File: config.mk
export PLATFORM = sky130hd
export DESIGN_NAME = ede_eeprom_dev_flat
export DESIGN_NICKNAME = d
export VERILOG_FILES = /design/src/hw/ede_pkg.sv /design/src/hw/ede_link_if.sv /design/src/hw/ede_op_timer.sv /design/src/hw/ede_eeprom_dev.sv /design/src/flat_wrapper.sv
export SDC_FILE = /design/constraint.sdc
export NUM_CORES = 2
export LEC_CHECK = 0
export BUFFER_PORTS_ARGS = -buffer_cell sky130_fd_sc_hd__buf_2
export CORE_MARGIN = 4
export CORE_UTILIZATION = 45
export CTS_CLUSTER_SIZE = 40
export DETAILED_ROUTE_END_ITERATION = 10
export HOLD_SLACK_MARGIN = 0.05
export MAX_ROUTING_LAYER = met4
export PLACE_DENSITY = 0.67
export SLEW_MARGIN = 0
export SYNTH_ARGS = -nofsm -noshare
export SYNTH_HDL_FRONTEND = slang
export SYNTH_SLANG_ARGS = --single-unit
File: constraint.sdc
create_clock -name ref_clk -period 14.75 [get_ports ref_clk]
set_input_delay 1.475 -clock ref_clk [delete_from_list [all_inputs] [get_ports ref_clk]]
set_output_delay 1.475 -clock ref_clk [all_outputs]
set_load 0.005 [all_outputs]
File: src/hw/ede_pkg.sv
// Shared constants for the data EEPROM operation sequencer and its controller
package ede_pkg;
  localparam int CLK_PERIOD_NS = 5;
  localparam int OP_TIME_NS = 4000;
  localparam int OP_CYCLES = (OP_TIME_NS + CLK_PERIOD_NS - 1) / CLK_PERIOD_NS;
  localparam int EE_WORDS = 256;
  localparam int BIT_WR = 15;
  localparam int BIT_ARM = 14;
  localparam int BIT_ABORT = 13;
  localparam int BIT_SKIP = 12;
  localparam int BIT_ERASE = 6;
  localparam logic [15:0] CTRL_RST = 16'h0000;
  localparam logic [15:0] CTRL_WMASK = 16'h707f;
  localparam logic [5:0] OP_ERASE8 = 6'h1a;
  localparam logic [5:0] OP_ERASE4 = 6'h19;
  localparam logic [5:0] OP_ERASE1 = 6'h18;
  localparam logic [3:0] OP_BULK_HI = 4'h4;
  localparam logic [3:0] OP_WRITE_HI = 4'h1;
  localparam logic [15:0] KEY_FIRST = 16'h0055;
  localparam logic [15:0] KEY_SECOND = 16'h00aa;
  localparam logic [15:0] ERASED_WORD = 16'hffff;
  localparam logic REG_SEL_CTRL = 1'b0;
  localparam logic REG_SEL_KEY = 1'b1;
  localparam logic [7:0] HR_CTRL = 8'h00;
  localparam logic [7:0] HR_ADDR = 8'h04;
  localparam logic [7:0] HR_DATA = 8'h08;
  localparam logic [7:0] HR_GO = 8'h0c;
  localparam logic [7:0] HR_STAT = 8'h10;
  localparam logic [7:0] HR_RDATA = 8'h14;
  localparam int GO_OP_BIT = 0;
  localparam int GO_READ_BIT = 1;
endpackage

File: src/hw/ede_link_if.sv
// Link between the processor-side controller and the EEPROM sequencer
`timescale 1ns/1ps
`default_nettype none
interface ede_link_if;
  logic tblWrLo;
  logic tblRdLo;
  logic [23:0] tblAddr;
  logic [15:0] tblWrData;
  logic [15:0] tblRdData;
  logic regWr;
  logic regSel;
  logic [15:0] regWrData;
  logic [15:0] ctrlRd;
  logic doneFlag;
  logic doneClr;
  modport device (input tblWrLo, tblRdLo, tblAddr, tblWrData, regWr, regSel, regWrData,
    doneClr, output tblRdData, ctrlRd, doneFlag);
  modport host (output tblWrLo, tblRdLo, tblAddr, tblWrData, regWr, regSel, regWrData,
    doneClr, input tblRdData, ctrlRd, doneFlag);
endinterface
`default_nettype wire

File: src/hw/ede_op_timer.sv
// Cycle timer that paces one erase or program operation
`timescale 1ns/1ps
`default_nettype none
module ede_op_timer #(
  parameter int COUNT = 800,
  parameter int CNT_W = 16
) (
  input wire logic ref_clk,
  input wire logic rst,
  input wire logic start,
  input wire logic abort,
  output logic busy,
  output logic done
);
  logic [CNT_W-1:0] cnt_r;
  logic [CNT_W-1:0] cnt_nxt;
  logic run_r;
  logic run_nxt;

  always_comb begin
    cnt_nxt = cnt_r;
    run_nxt = run_r;
    done = 1'b0;
    if (abort) begin
      run_nxt = 1'b0;
    end else if (start && !run_r) begin
      run_nxt = 1'b1;
      cnt_nxt = CNT_W'(COUNT - 1);
    end else if (run_r) begin
      if (cnt_r == '0) begin
        run_nxt = 1'b0;
        done = 1'b1;
      end else begin
        cnt_nxt = cnt_r - 1'b1;
      end
    end
  end

  always_ff @(posedge ref_clk) begin
    if (rst) begin
      cnt_r <= '0;
      run_r <= 1'b0;
    end else begin
      cnt_r <= cnt_nxt;
      run_r <= run_nxt;
    end
  end

  assign busy = run_r;
endmodule // ede_op_timer
`default_nettype wire

File: src/hw/ede_eeprom_dev.sv
// Data EEPROM operation sequencer: address capture, unlock, erase and write
// Overview of operation
// - Effective address is 24 bits, upper plus lower.
// - Address holders load from last table write.
// - Captured address bit zero forced to zero.
// - Upper holder top bit always zero.
// - Array 16 bits wide, only low word used.
// - Erase 1/4/8 words, bulk, write, read.
// - Low op bits select partial erase size.
// - Host must not read during operation.
// - Partial erase: control, address, flag, key, start; controller writes address and clears flag before control.
// - Completion clears start bit, sets done flag.
// - Bulk erase needs no address setup.
// - Host pre-erases when skip-pre-erase is set.
// - Host loads latch, sets write code, starts.
// - Low table write loads latch and address.
// - Bulk erase control word value is fixed.
// - One-word erase control word value is fixed.
// - Host keeps key writes and start back-to-back.
// - Keys 55h then AAh open one-cycle window.
// - Start bit hardware-cleared; arm cleared on completion.
// - Early reset of an operation sets abort flag.
// - Erase op field decodes 8, 4, 1, bulk.
`timescale 1ns/1ps
`default_nettype none
module ede_eeprom_dev #(
  parameter int EE_WORDS = ede_pkg::EE_WORDS,
  parameter int OP_CYCLES = ede_pkg::OP_CYCLES
) (
  input wire logic ref_clk,
  input wire logic rst,
  input wire logic earlyRst,
  ede_link_if.device lnk,
  output logic [7:0] eeprom_addr_upper,
  output logic [15:0] eeprom_addr_lower,
  output logic opBusy
);
  localparam int IW = $clog2(EE_WORDS);

  typedef enum {KEY_IDLE, KEY_HALF, KEY_OPEN} ede_key_t;
  typedef enum {SQ_IDLE, SQ_RUN, SQ_APPLY} ede_seq_t;

  ede_key_t key_r, key_nxt;
  ede_seq_t seq_r, seq_nxt;
  logic [15:0] eeprom_control_r, eeprom_control_nxt;
  logic [7:0] addrU_r, addrU_nxt;
  logic [15:0] addrL_r, addrL_nxt;
  logic [15:0] latch_r, latch_nxt;
  logic [15:0] rdData_r, rdData_nxt;
  logic doneFlag_r, doneFlag_nxt;
  logic [IW-1:0] idx_r, idx_nxt;
  logic [IW:0] left_r, left_nxt;
  logic [15:0] mem [EE_WORDS];
  logic memWe;
  logic [15:0] memWd;
  logic startOk;
  logic tmrBusy;
  logic tmrDone;
  logic [5:0] opField;
  logic [IW-1:0] wordIdx;

  assign opField = eeprom_control_r[5:0];
  assign wordIdx = addrL_r[IW:1];

  ede_op_timer #(.COUNT(OP_CYCLES), .CNT_W($clog2(OP_CYCLES + 1))) u_timer (
    .ref_clk(ref_clk),
    .rst(rst),
    .start(startOk),
    .abort(earlyRst),
    .busy(tmrBusy),
    .done(tmrDone)
  );

  // Unlock sequence
  always_comb begin
    key_nxt = KEY_IDLE;
    if (lnk.regWr && lnk.regSel == ede_pkg::REG_SEL_KEY) begin
      if (lnk.regWrData == ede_pkg::KEY_FIRST) begin
        key_nxt = KEY_HALF;
      end else if (key_r == KEY_HALF && lnk.regWrData == ede_pkg::KEY_SECOND) begin
        key_nxt = KEY_OPEN;
      end
    end
  end

  always_ff @(posedge ref_clk) begin
    if (rst) begin
      key_r <= KEY_IDLE;
    end else begin
      key_r <= key_nxt;
    end
  end

  // Control, address capture, sequencing
  always_comb begin
    eeprom_control_nxt = eeprom_control_r;
    addrU_nxt = addrU_r;
    addrL_nxt = addrL_r;
    latch_nxt = latch_r;
    rdData_nxt = rdData_r;
    doneFlag_nxt = doneFlag_r;
    seq_nxt = seq_r;
    idx_nxt = idx_r;
    left_nxt = left_r;
    startOk = 1'b0;
    memWe = 1'b0;
    memWd = ede_pkg::ERASED_WORD;
    if (lnk.tblWrLo) begin
      addrU_nxt = {1'b0, lnk.tblAddr[22:16]};
      addrL_nxt = {lnk.tblAddr[15:1], 1'b0};
      latch_nxt = lnk.tblWrData;
    end
    if (lnk.tblRdLo) begin
      rdData_nxt = mem[lnk.tblAddr[IW:1]];
    end
    if (lnk.doneClr) begin
      doneFlag_nxt = 1'b0;
    end
    if (lnk.regWr && lnk.regSel == ede_pkg::REG_SEL_CTRL && seq_r == SQ_IDLE) begin
      eeprom_control_nxt = (lnk.regWrData & ede_pkg::CTRL_WMASK)
        | (eeprom_control_r & ~ede_pkg::CTRL_WMASK);
      if (key_r == KEY_OPEN && lnk.regWrData[ede_pkg::BIT_WR]
          && lnk.regWrData[ede_pkg::BIT_ARM]) begin
        startOk = 1'b1;
        eeprom_control_nxt[ede_pkg::BIT_WR] = 1'b1;
        eeprom_control_nxt[ede_pkg::BIT_ABORT] = 1'b0;
        seq_nxt = SQ_RUN;
      end
    end
    case (seq_r)
      SQ_IDLE: begin
      end
      SQ_RUN: begin
        if (tmrDone) begin
          seq_nxt = SQ_APPLY;
          if (!eeprom_control_r[ede_pkg::BIT_ERASE]) begin
            idx_nxt = wordIdx;
            left_nxt = (opField[5:2] == ede_pkg::OP_WRITE_HI) ? (IW+1)'(1) : '0;
          end else if (opField[5:2] == ede_pkg::OP_BULK_HI) begin
            idx_nxt = '0;
            left_nxt = (IW+1)'(EE_WORDS);
          end else if (opField == ede_pkg::OP_ERASE8) begin
            idx_nxt = wordIdx & ~(IW'(7));
            left_nxt = (IW+1)'(8);
          end else if (opField == ede_pkg::OP_ERASE4) begin
            idx_nxt = wordIdx & ~(IW'(3));
            left_nxt = (IW+1)'(4);
          end else if (opField == ede_pkg::OP_ERASE1) begin
            idx_nxt = wordIdx;
            left_nxt = (IW+1)'(1);
          end else begin
            left_nxt = '0;
          end
        end
      end
      SQ_APPLY: begin
        if (left_r != '0) begin
          memWe = 1'b1;
          if (!eeprom_control_r[ede_pkg::BIT_ERASE]) begin
            // With skip set, program-only can clear bits but never set them
            memWd = eeprom_control_r[ede_pkg::BIT_SKIP] ? (mem[idx_r] & latch_r) : latch_r;
          end
          idx_nxt = idx_r + 1'b1;
          left_nxt = left_r - 1'b1;
        end else begin
          seq_nxt = SQ_IDLE;
          eeprom_control_nxt[ede_pkg::BIT_WR] = 1'b0;
          eeprom_control_nxt[ede_pkg::BIT_ARM] = 1'b0;
          doneFlag_nxt = 1'b1;
        end
      end
      default: seq_nxt = SQ_IDLE;
    endcase
    if (earlyRst && seq_r != SQ_IDLE) begin
      seq_nxt = SQ_IDLE;
      memWe = 1'b0;
      eeprom_control_nxt[ede_pkg::BIT_WR] = 1'b0;
      eeprom_control_nxt[ede_pkg::BIT_ARM] = 1'b0;
      eeprom_control_nxt[ede_pkg::BIT_ABORT] = 1'b1;
    end
  end

  always_ff @(posedge ref_clk) begin
    if (rst) begin
      eeprom_control_r <= ede_pkg::CTRL_RST;
      addrU_r <= '0;
      addrL_r <= '0;
      latch_r <= '0;
      rdData_r <= '0;
      doneFlag_r <= 1'b0;
      seq_r <= SQ_IDLE;
      idx_r <= '0;
      left_r <= '0;
    end else begin
      eeprom_control_r <= eeprom_control_nxt;
      addrU_r <= addrU_nxt;
      addrL_r <= addrL_nxt;
      latch_r <= latch_nxt;
      rdData_r <= rdData_nxt;
      doneFlag_r <= doneFlag_nxt;
      seq_r <= seq_nxt;
      idx_r <= idx_nxt;
      left_r <= left_nxt;
    end
  end

  // Array contents survive reset
  always_ff @(posedge ref_clk) begin
    if (memWe) begin
      mem[idx_r] <= memWd;
    end
  end

  assign lnk.ctrlRd = eeprom_control_r;
  assign lnk.doneFlag = doneFlag_r;
  assign lnk.tblRdData = rdData_r;
  assign eeprom_addr_upper = addrU_r;
  assign eeprom_addr_lower = addrL_r;
  assign opBusy = (seq_r != SQ_IDLE) || tmrBusy;
endmodule // ede_eeprom_dev
`default_nettype wire

File: src/flat_wrapper.sv
// flat-port wrapper written by rule: the top's interface ports become plain ports
module ede_eeprom_dev_flat 
#(
  parameter int EE_WORDS = ede_pkg::EE_WORDS,
  parameter int OP_CYCLES = ede_pkg::OP_CYCLES
)
  (ref_clk, rst, earlyRst, eeprom_addr_upper, eeprom_addr_lower, opBusy, lnk_tblWrLo, lnk_tblRdLo, lnk_tblAddr, lnk_tblWrData, lnk_regWr, lnk_regSel, lnk_regWrData, lnk_doneClr, lnk_tblRdData, lnk_ctrlRd, lnk_doneFlag);
  ede_link_if lnk_i ();
  input wire logic ref_clk;
  input wire logic rst;
  input wire logic earlyRst;
  output logic [7:0] eeprom_addr_upper;
  output logic [15:0] eeprom_addr_lower;
  output logic opBusy;
  input wire logic [$bits(lnk_i.tblWrLo)-1:0] lnk_tblWrLo;
  input wire logic [$bits(lnk_i.tblRdLo)-1:0] lnk_tblRdLo;
  input wire logic [$bits(lnk_i.tblAddr)-1:0] lnk_tblAddr;
  input wire logic [$bits(lnk_i.tblWrData)-1:0] lnk_tblWrData;
  input wire logic [$bits(lnk_i.regWr)-1:0] lnk_regWr;
  input wire logic [$bits(lnk_i.regSel)-1:0] lnk_regSel;
  input wire logic [$bits(lnk_i.regWrData)-1:0] lnk_regWrData;
  input wire logic [$bits(lnk_i.doneClr)-1:0] lnk_doneClr;
  output wire logic [$bits(lnk_i.tblRdData)-1:0] lnk_tblRdData;
  output wire logic [$bits(lnk_i.ctrlRd)-1:0] lnk_ctrlRd;
  output wire logic [$bits(lnk_i.doneFlag)-1:0] lnk_doneFlag;
  assign lnk_i.tblWrLo = lnk_tblWrLo;
  assign lnk_i.tblRdLo = lnk_tblRdLo;
  assign lnk_i.tblAddr = lnk_tblAddr;
  assign lnk_i.tblWrData = lnk_tblWrData;
  assign lnk_i.regWr = lnk_regWr;
  assign lnk_i.regSel = lnk_regSel;
  assign lnk_i.regWrData = lnk_regWrData;
  assign lnk_i.doneClr = lnk_doneClr;
  assign lnk_tblRdData = lnk_i.tblRdData;
  assign lnk_ctrlRd = lnk_i.ctrlRd;
  assign lnk_doneFlag = lnk_i.doneFlag;
  ede_eeprom_dev #(.EE_WORDS(EE_WORDS), .OP_CYCLES(OP_CYCLES)) u_core (.ref_clk(ref_clk), .rst(rst), .earlyRst(earlyRst), .lnk(lnk_i), .eeprom_addr_upper(eeprom_addr_upper), .eeprom_addr_lower(eeprom_addr_lower), .opBusy(opBusy));
endmodule
==> impl_metrics.tcl <==
set metrics [dict create \
    worst_pin_slew_ps 1590 \
    whs_ps 454 \
    min_path_type "reg2reg" \
    setup_slack_ps 6770 \
    cp_slowest_stage_delay_ps 850 \
    cts_made_buffers 431 \
    clockBufferDepth 4 \
    cts_setup_buffers 0 \
    grt_max_degree 137 \
    maxCapViolations 3 \
    gp_congestion 0.951 \
    relSlewSlack_pct -7.20 \
    grt-ovfl-total 0 \
    required_ps 15370 \
    portBuffers 112 \
    syn_area_sq_um 194000 \
    fin_nets 10648 \
    peakVddDrop_mv 0.100 \
    dpl_worst_slack_ps 7020 \
    cts.reportedPaths.clkPinSlew_ps 60 \
    wl_per_cell_um 39.8 \
    drt_iter0_drc 19825 \
    die_y_um 664 \
    nFillCells 33772 \
    cp_slowest_cell "buf_4" \
    syn_avg_cell_area_sq_um 18.7 \
    finalCriticalPeriod_ps 7980 \
    violations "capacitance limit, slew limit" \
    cp_common_cell "buf_4" \
    initial_utilization_pct 45.2 \
    max_freq_ghz 0.125 \
    clock_latency_ps 1030 \
    path_cells "buf_4, buf_4, buf_12, buf_4, mux4_2, a22oi_1, a21oi_1, a21o_1, o221ai_1, a31oi_4, buf_4, buf_4" \
    routed_wl_um 663000 \
    finalCritPeriodShare_pct 54.1 \
    seqCellArea_sq_um 126000 \
    cts_resized 0 \
    synth_edf_count 4096 \
    cts_tree "done" \
    ys_warn_count 0 \
    grt_pass1_wl_um 917000 \
    final_hold_viol_count 0 \
    rows 240 \
    antenna_found_initial 56 \
    seq_area_frac_synth_pct 64.9 \
    power_leakage_uw 0.0489 \
    ios 122 \
    clkSinkCount 4232 \
    cts_root_buf "clkbuf_16" \
    rsz0062_at_grt "false" \
    synth-async-reset-ratio_pct 0 \
    die-area_sq_um 441000 \
    drive_gt1_share_pct 30.0 \
    cts_max_level 5 \
    vias 118231 \
    cp.arrival_ps 8600 \
    setup_tns_ps 0 \
    syn_inst 10334 \
    track_usage_pct 30.3 \
    ant_nets 0 \
    outcome "finished, violations left" \
    yosys_register_bits 4232 \
    viasPerCell 7.09 \
    path_class "reg2reg" \
    end_kind "flip-flop" \
    die_x_um 664 \
    ys.flop_type "edfxtp_1" \
    ctsHoldBuffers 0 \
    grt_pass1_vias 116893 \
    multi_input_area_sq_um 64500 \
    drt-pass1-iter-count 8 \
    area_growth_pct 11.9 \
    core_sq_um 428000 \
    cp-start-kind "flip-flop" \
    setup_viol 0 \
    cp_max_fo 97 \
    dp_hpwl_um 416000 \
    clock_skew_ps 74.5 \
    drv_slew 4 \
    powerDensity_nw_per_um2 114 \
    synth_cell_types 75 \
    drcViolationCount 0 \
]
-- routing by layer --
layer	wire length [um]	share of wire, %	vias to the layer above	GRT usage, %
met5	0	0	-	-
met4	52100	7.9	0	19.4
met3	91800	14	1805	9.84
met2	298000	45	9494	43.8
met1	222000	33	61893	36.8
li1	-	-	45039	-
-- cell usage after synthesis, types with 21 or more instances --
cell type  number  area share, %
mux4_2       1725             20
buf_4         147           0.57
buf_2         229           0.59
clkbuf_1      371           0.72
nor3_1         52           0.13
o211ai_1       23          0.089
nor4b_1        23           0.10
buf_1          95           0.18
or4_1          49           0.19
edfxtp_1     4096             64
dfxtp_1       136            1.4
o21ai_0       139           0.36
a221oi_1      128           0.58
nand2_1       156           0.30
mux2i_1       762            3.9
buf_6          21           0.12
a22oi_1       715            2.8
o22ai_1        33           0.11
o221ai_1       75           0.34
nand4_1        89           0.29
nor2b_1        25          0.081
nand3_1       183           0.47
a21oi_1       330           0.85
a31oi_1        38           0.12
nor2_1        399           0.77
mux2_2         34           0.20
nor3b_1        22          0.085
-- cell families (layout without fill, tap and decap cells) --
logic type | Yosys count | in the layout | share of synthesized area (%)
mux | 2521 | 2521 | 24.2
buf+inv | 880 | 1454 | 2.22
flops | 4232 | 4232 | 64.9
xor+xnor | 14 | 14 | 0.0633
simple gates | 1088 | 1088 | 2.80
compound gates | 1589 | 1589 | 5.72
fa+ha+maj | 9 | 9 | 0.0569
other cells | 1 | 89 | 0.00194
-- per-stage QoR --
| step | power, uW | util (%) | std cells | area [sq um] |
|---|---|---|---|---|
| 6_report | 24800 | 50.6 | 16683 | 217000 |
| 5_1_grt | 25400 | 50.6 | 16672 | 217000 |
| 2_1_floorplan | 13700 | - | 10370 | 194000 |
| 4_1_cts | 24900 | 50.6 | 16628 | 216000 |
| 3_5_place_dp | 14000 | 47.3 | 15827 | 202000 |
| 3_3_place_gp | 14000 | 47.3 | 15827 | 202000 |
-- cells in the final DEF, fill, tap and decap left out, types with 48 or more instances in the layout --
cell type,n
diode_2,52
nor2_2,149
o221ai_1,75
mux4_2,1725
clkinv_1,86
nor3_1,50
buf_4,502
or4_1,48
clkbuf_1,55
clkinv_2,106
nand3_1,182
mux2i_1,762
o21ai_0,138
buf_2,107
edfxtp_1,4096
dfxtp_1,128
nand4_1,89
nor2_1,247
a221oi_1,128
clkbuf_16,432
a21oi_1,330
nand2_1,148
a22oi_1,715
-- power by group --
part	internal, uW	switching [uW]	total, uW	leakage (uW)
sequential	13000	30.3	13000	0.0247
combinational	234	501	736	0.0173
clock	6220	4820	11000	0.00691
-- layout make-up --
type                            count  area share, %
Sequential cell                  4232           58.1
Multi-Input combinational cell   5258           29.8
Clock buffer                      492           5.12
Tap cell                         5687           3.29
Timing Repair Buffer              637           2.23
Clock inverter                    309           1.44
Antenna cell                       52         0.0601
Inverter                           16         0.0277
-- critical path: cells and delay by family, from the launching register on --
family / cells / cell delay, ps
AOI/OAI and AO/OA: 5 / 1890
buffers and inverters: 6 / 4050
DFF: 1 / 600
muxes: 1 / 370
-- sequential cells by signal (all words and copies together), names as in the netlist, named ones only --
register,flops
u_core.left_r,9
u_core.eeprom_addr_lower,15
u_core.lnk.ctrlRd,11
u_core.seq_r,32
u_core.u_timer.busy,1
u_core.key_r,2
u_core.eeprom_addr_upper,7
u_core.lnk.tblRdData,16
u_core.mem,4096
u_core.lnk.doneFlag,1
u_core.u_timer.cnt_r,10
u_core.latch_r,16
u_core.idx_r,8
-- path summary, 6_finish.rpt --
path                                              end  slack [ps]  cells past startpoint                   from
worst min-delay path            u_core.lnk.ctrlRd[15]         450                      2  u_core.lnk.ctrlRd[15]
worst max register to register     u_core.mem[153][0]        6770                     12              flip-flop
worst min register to register  u_core.lnk.ctrlRd[15]         450                      2  u_core.lnk.ctrlRd[15]
worst max-delay path               u_core.mem[153][0]        6770                     12              flip-flop
Power figures use the tool's default switching activity.
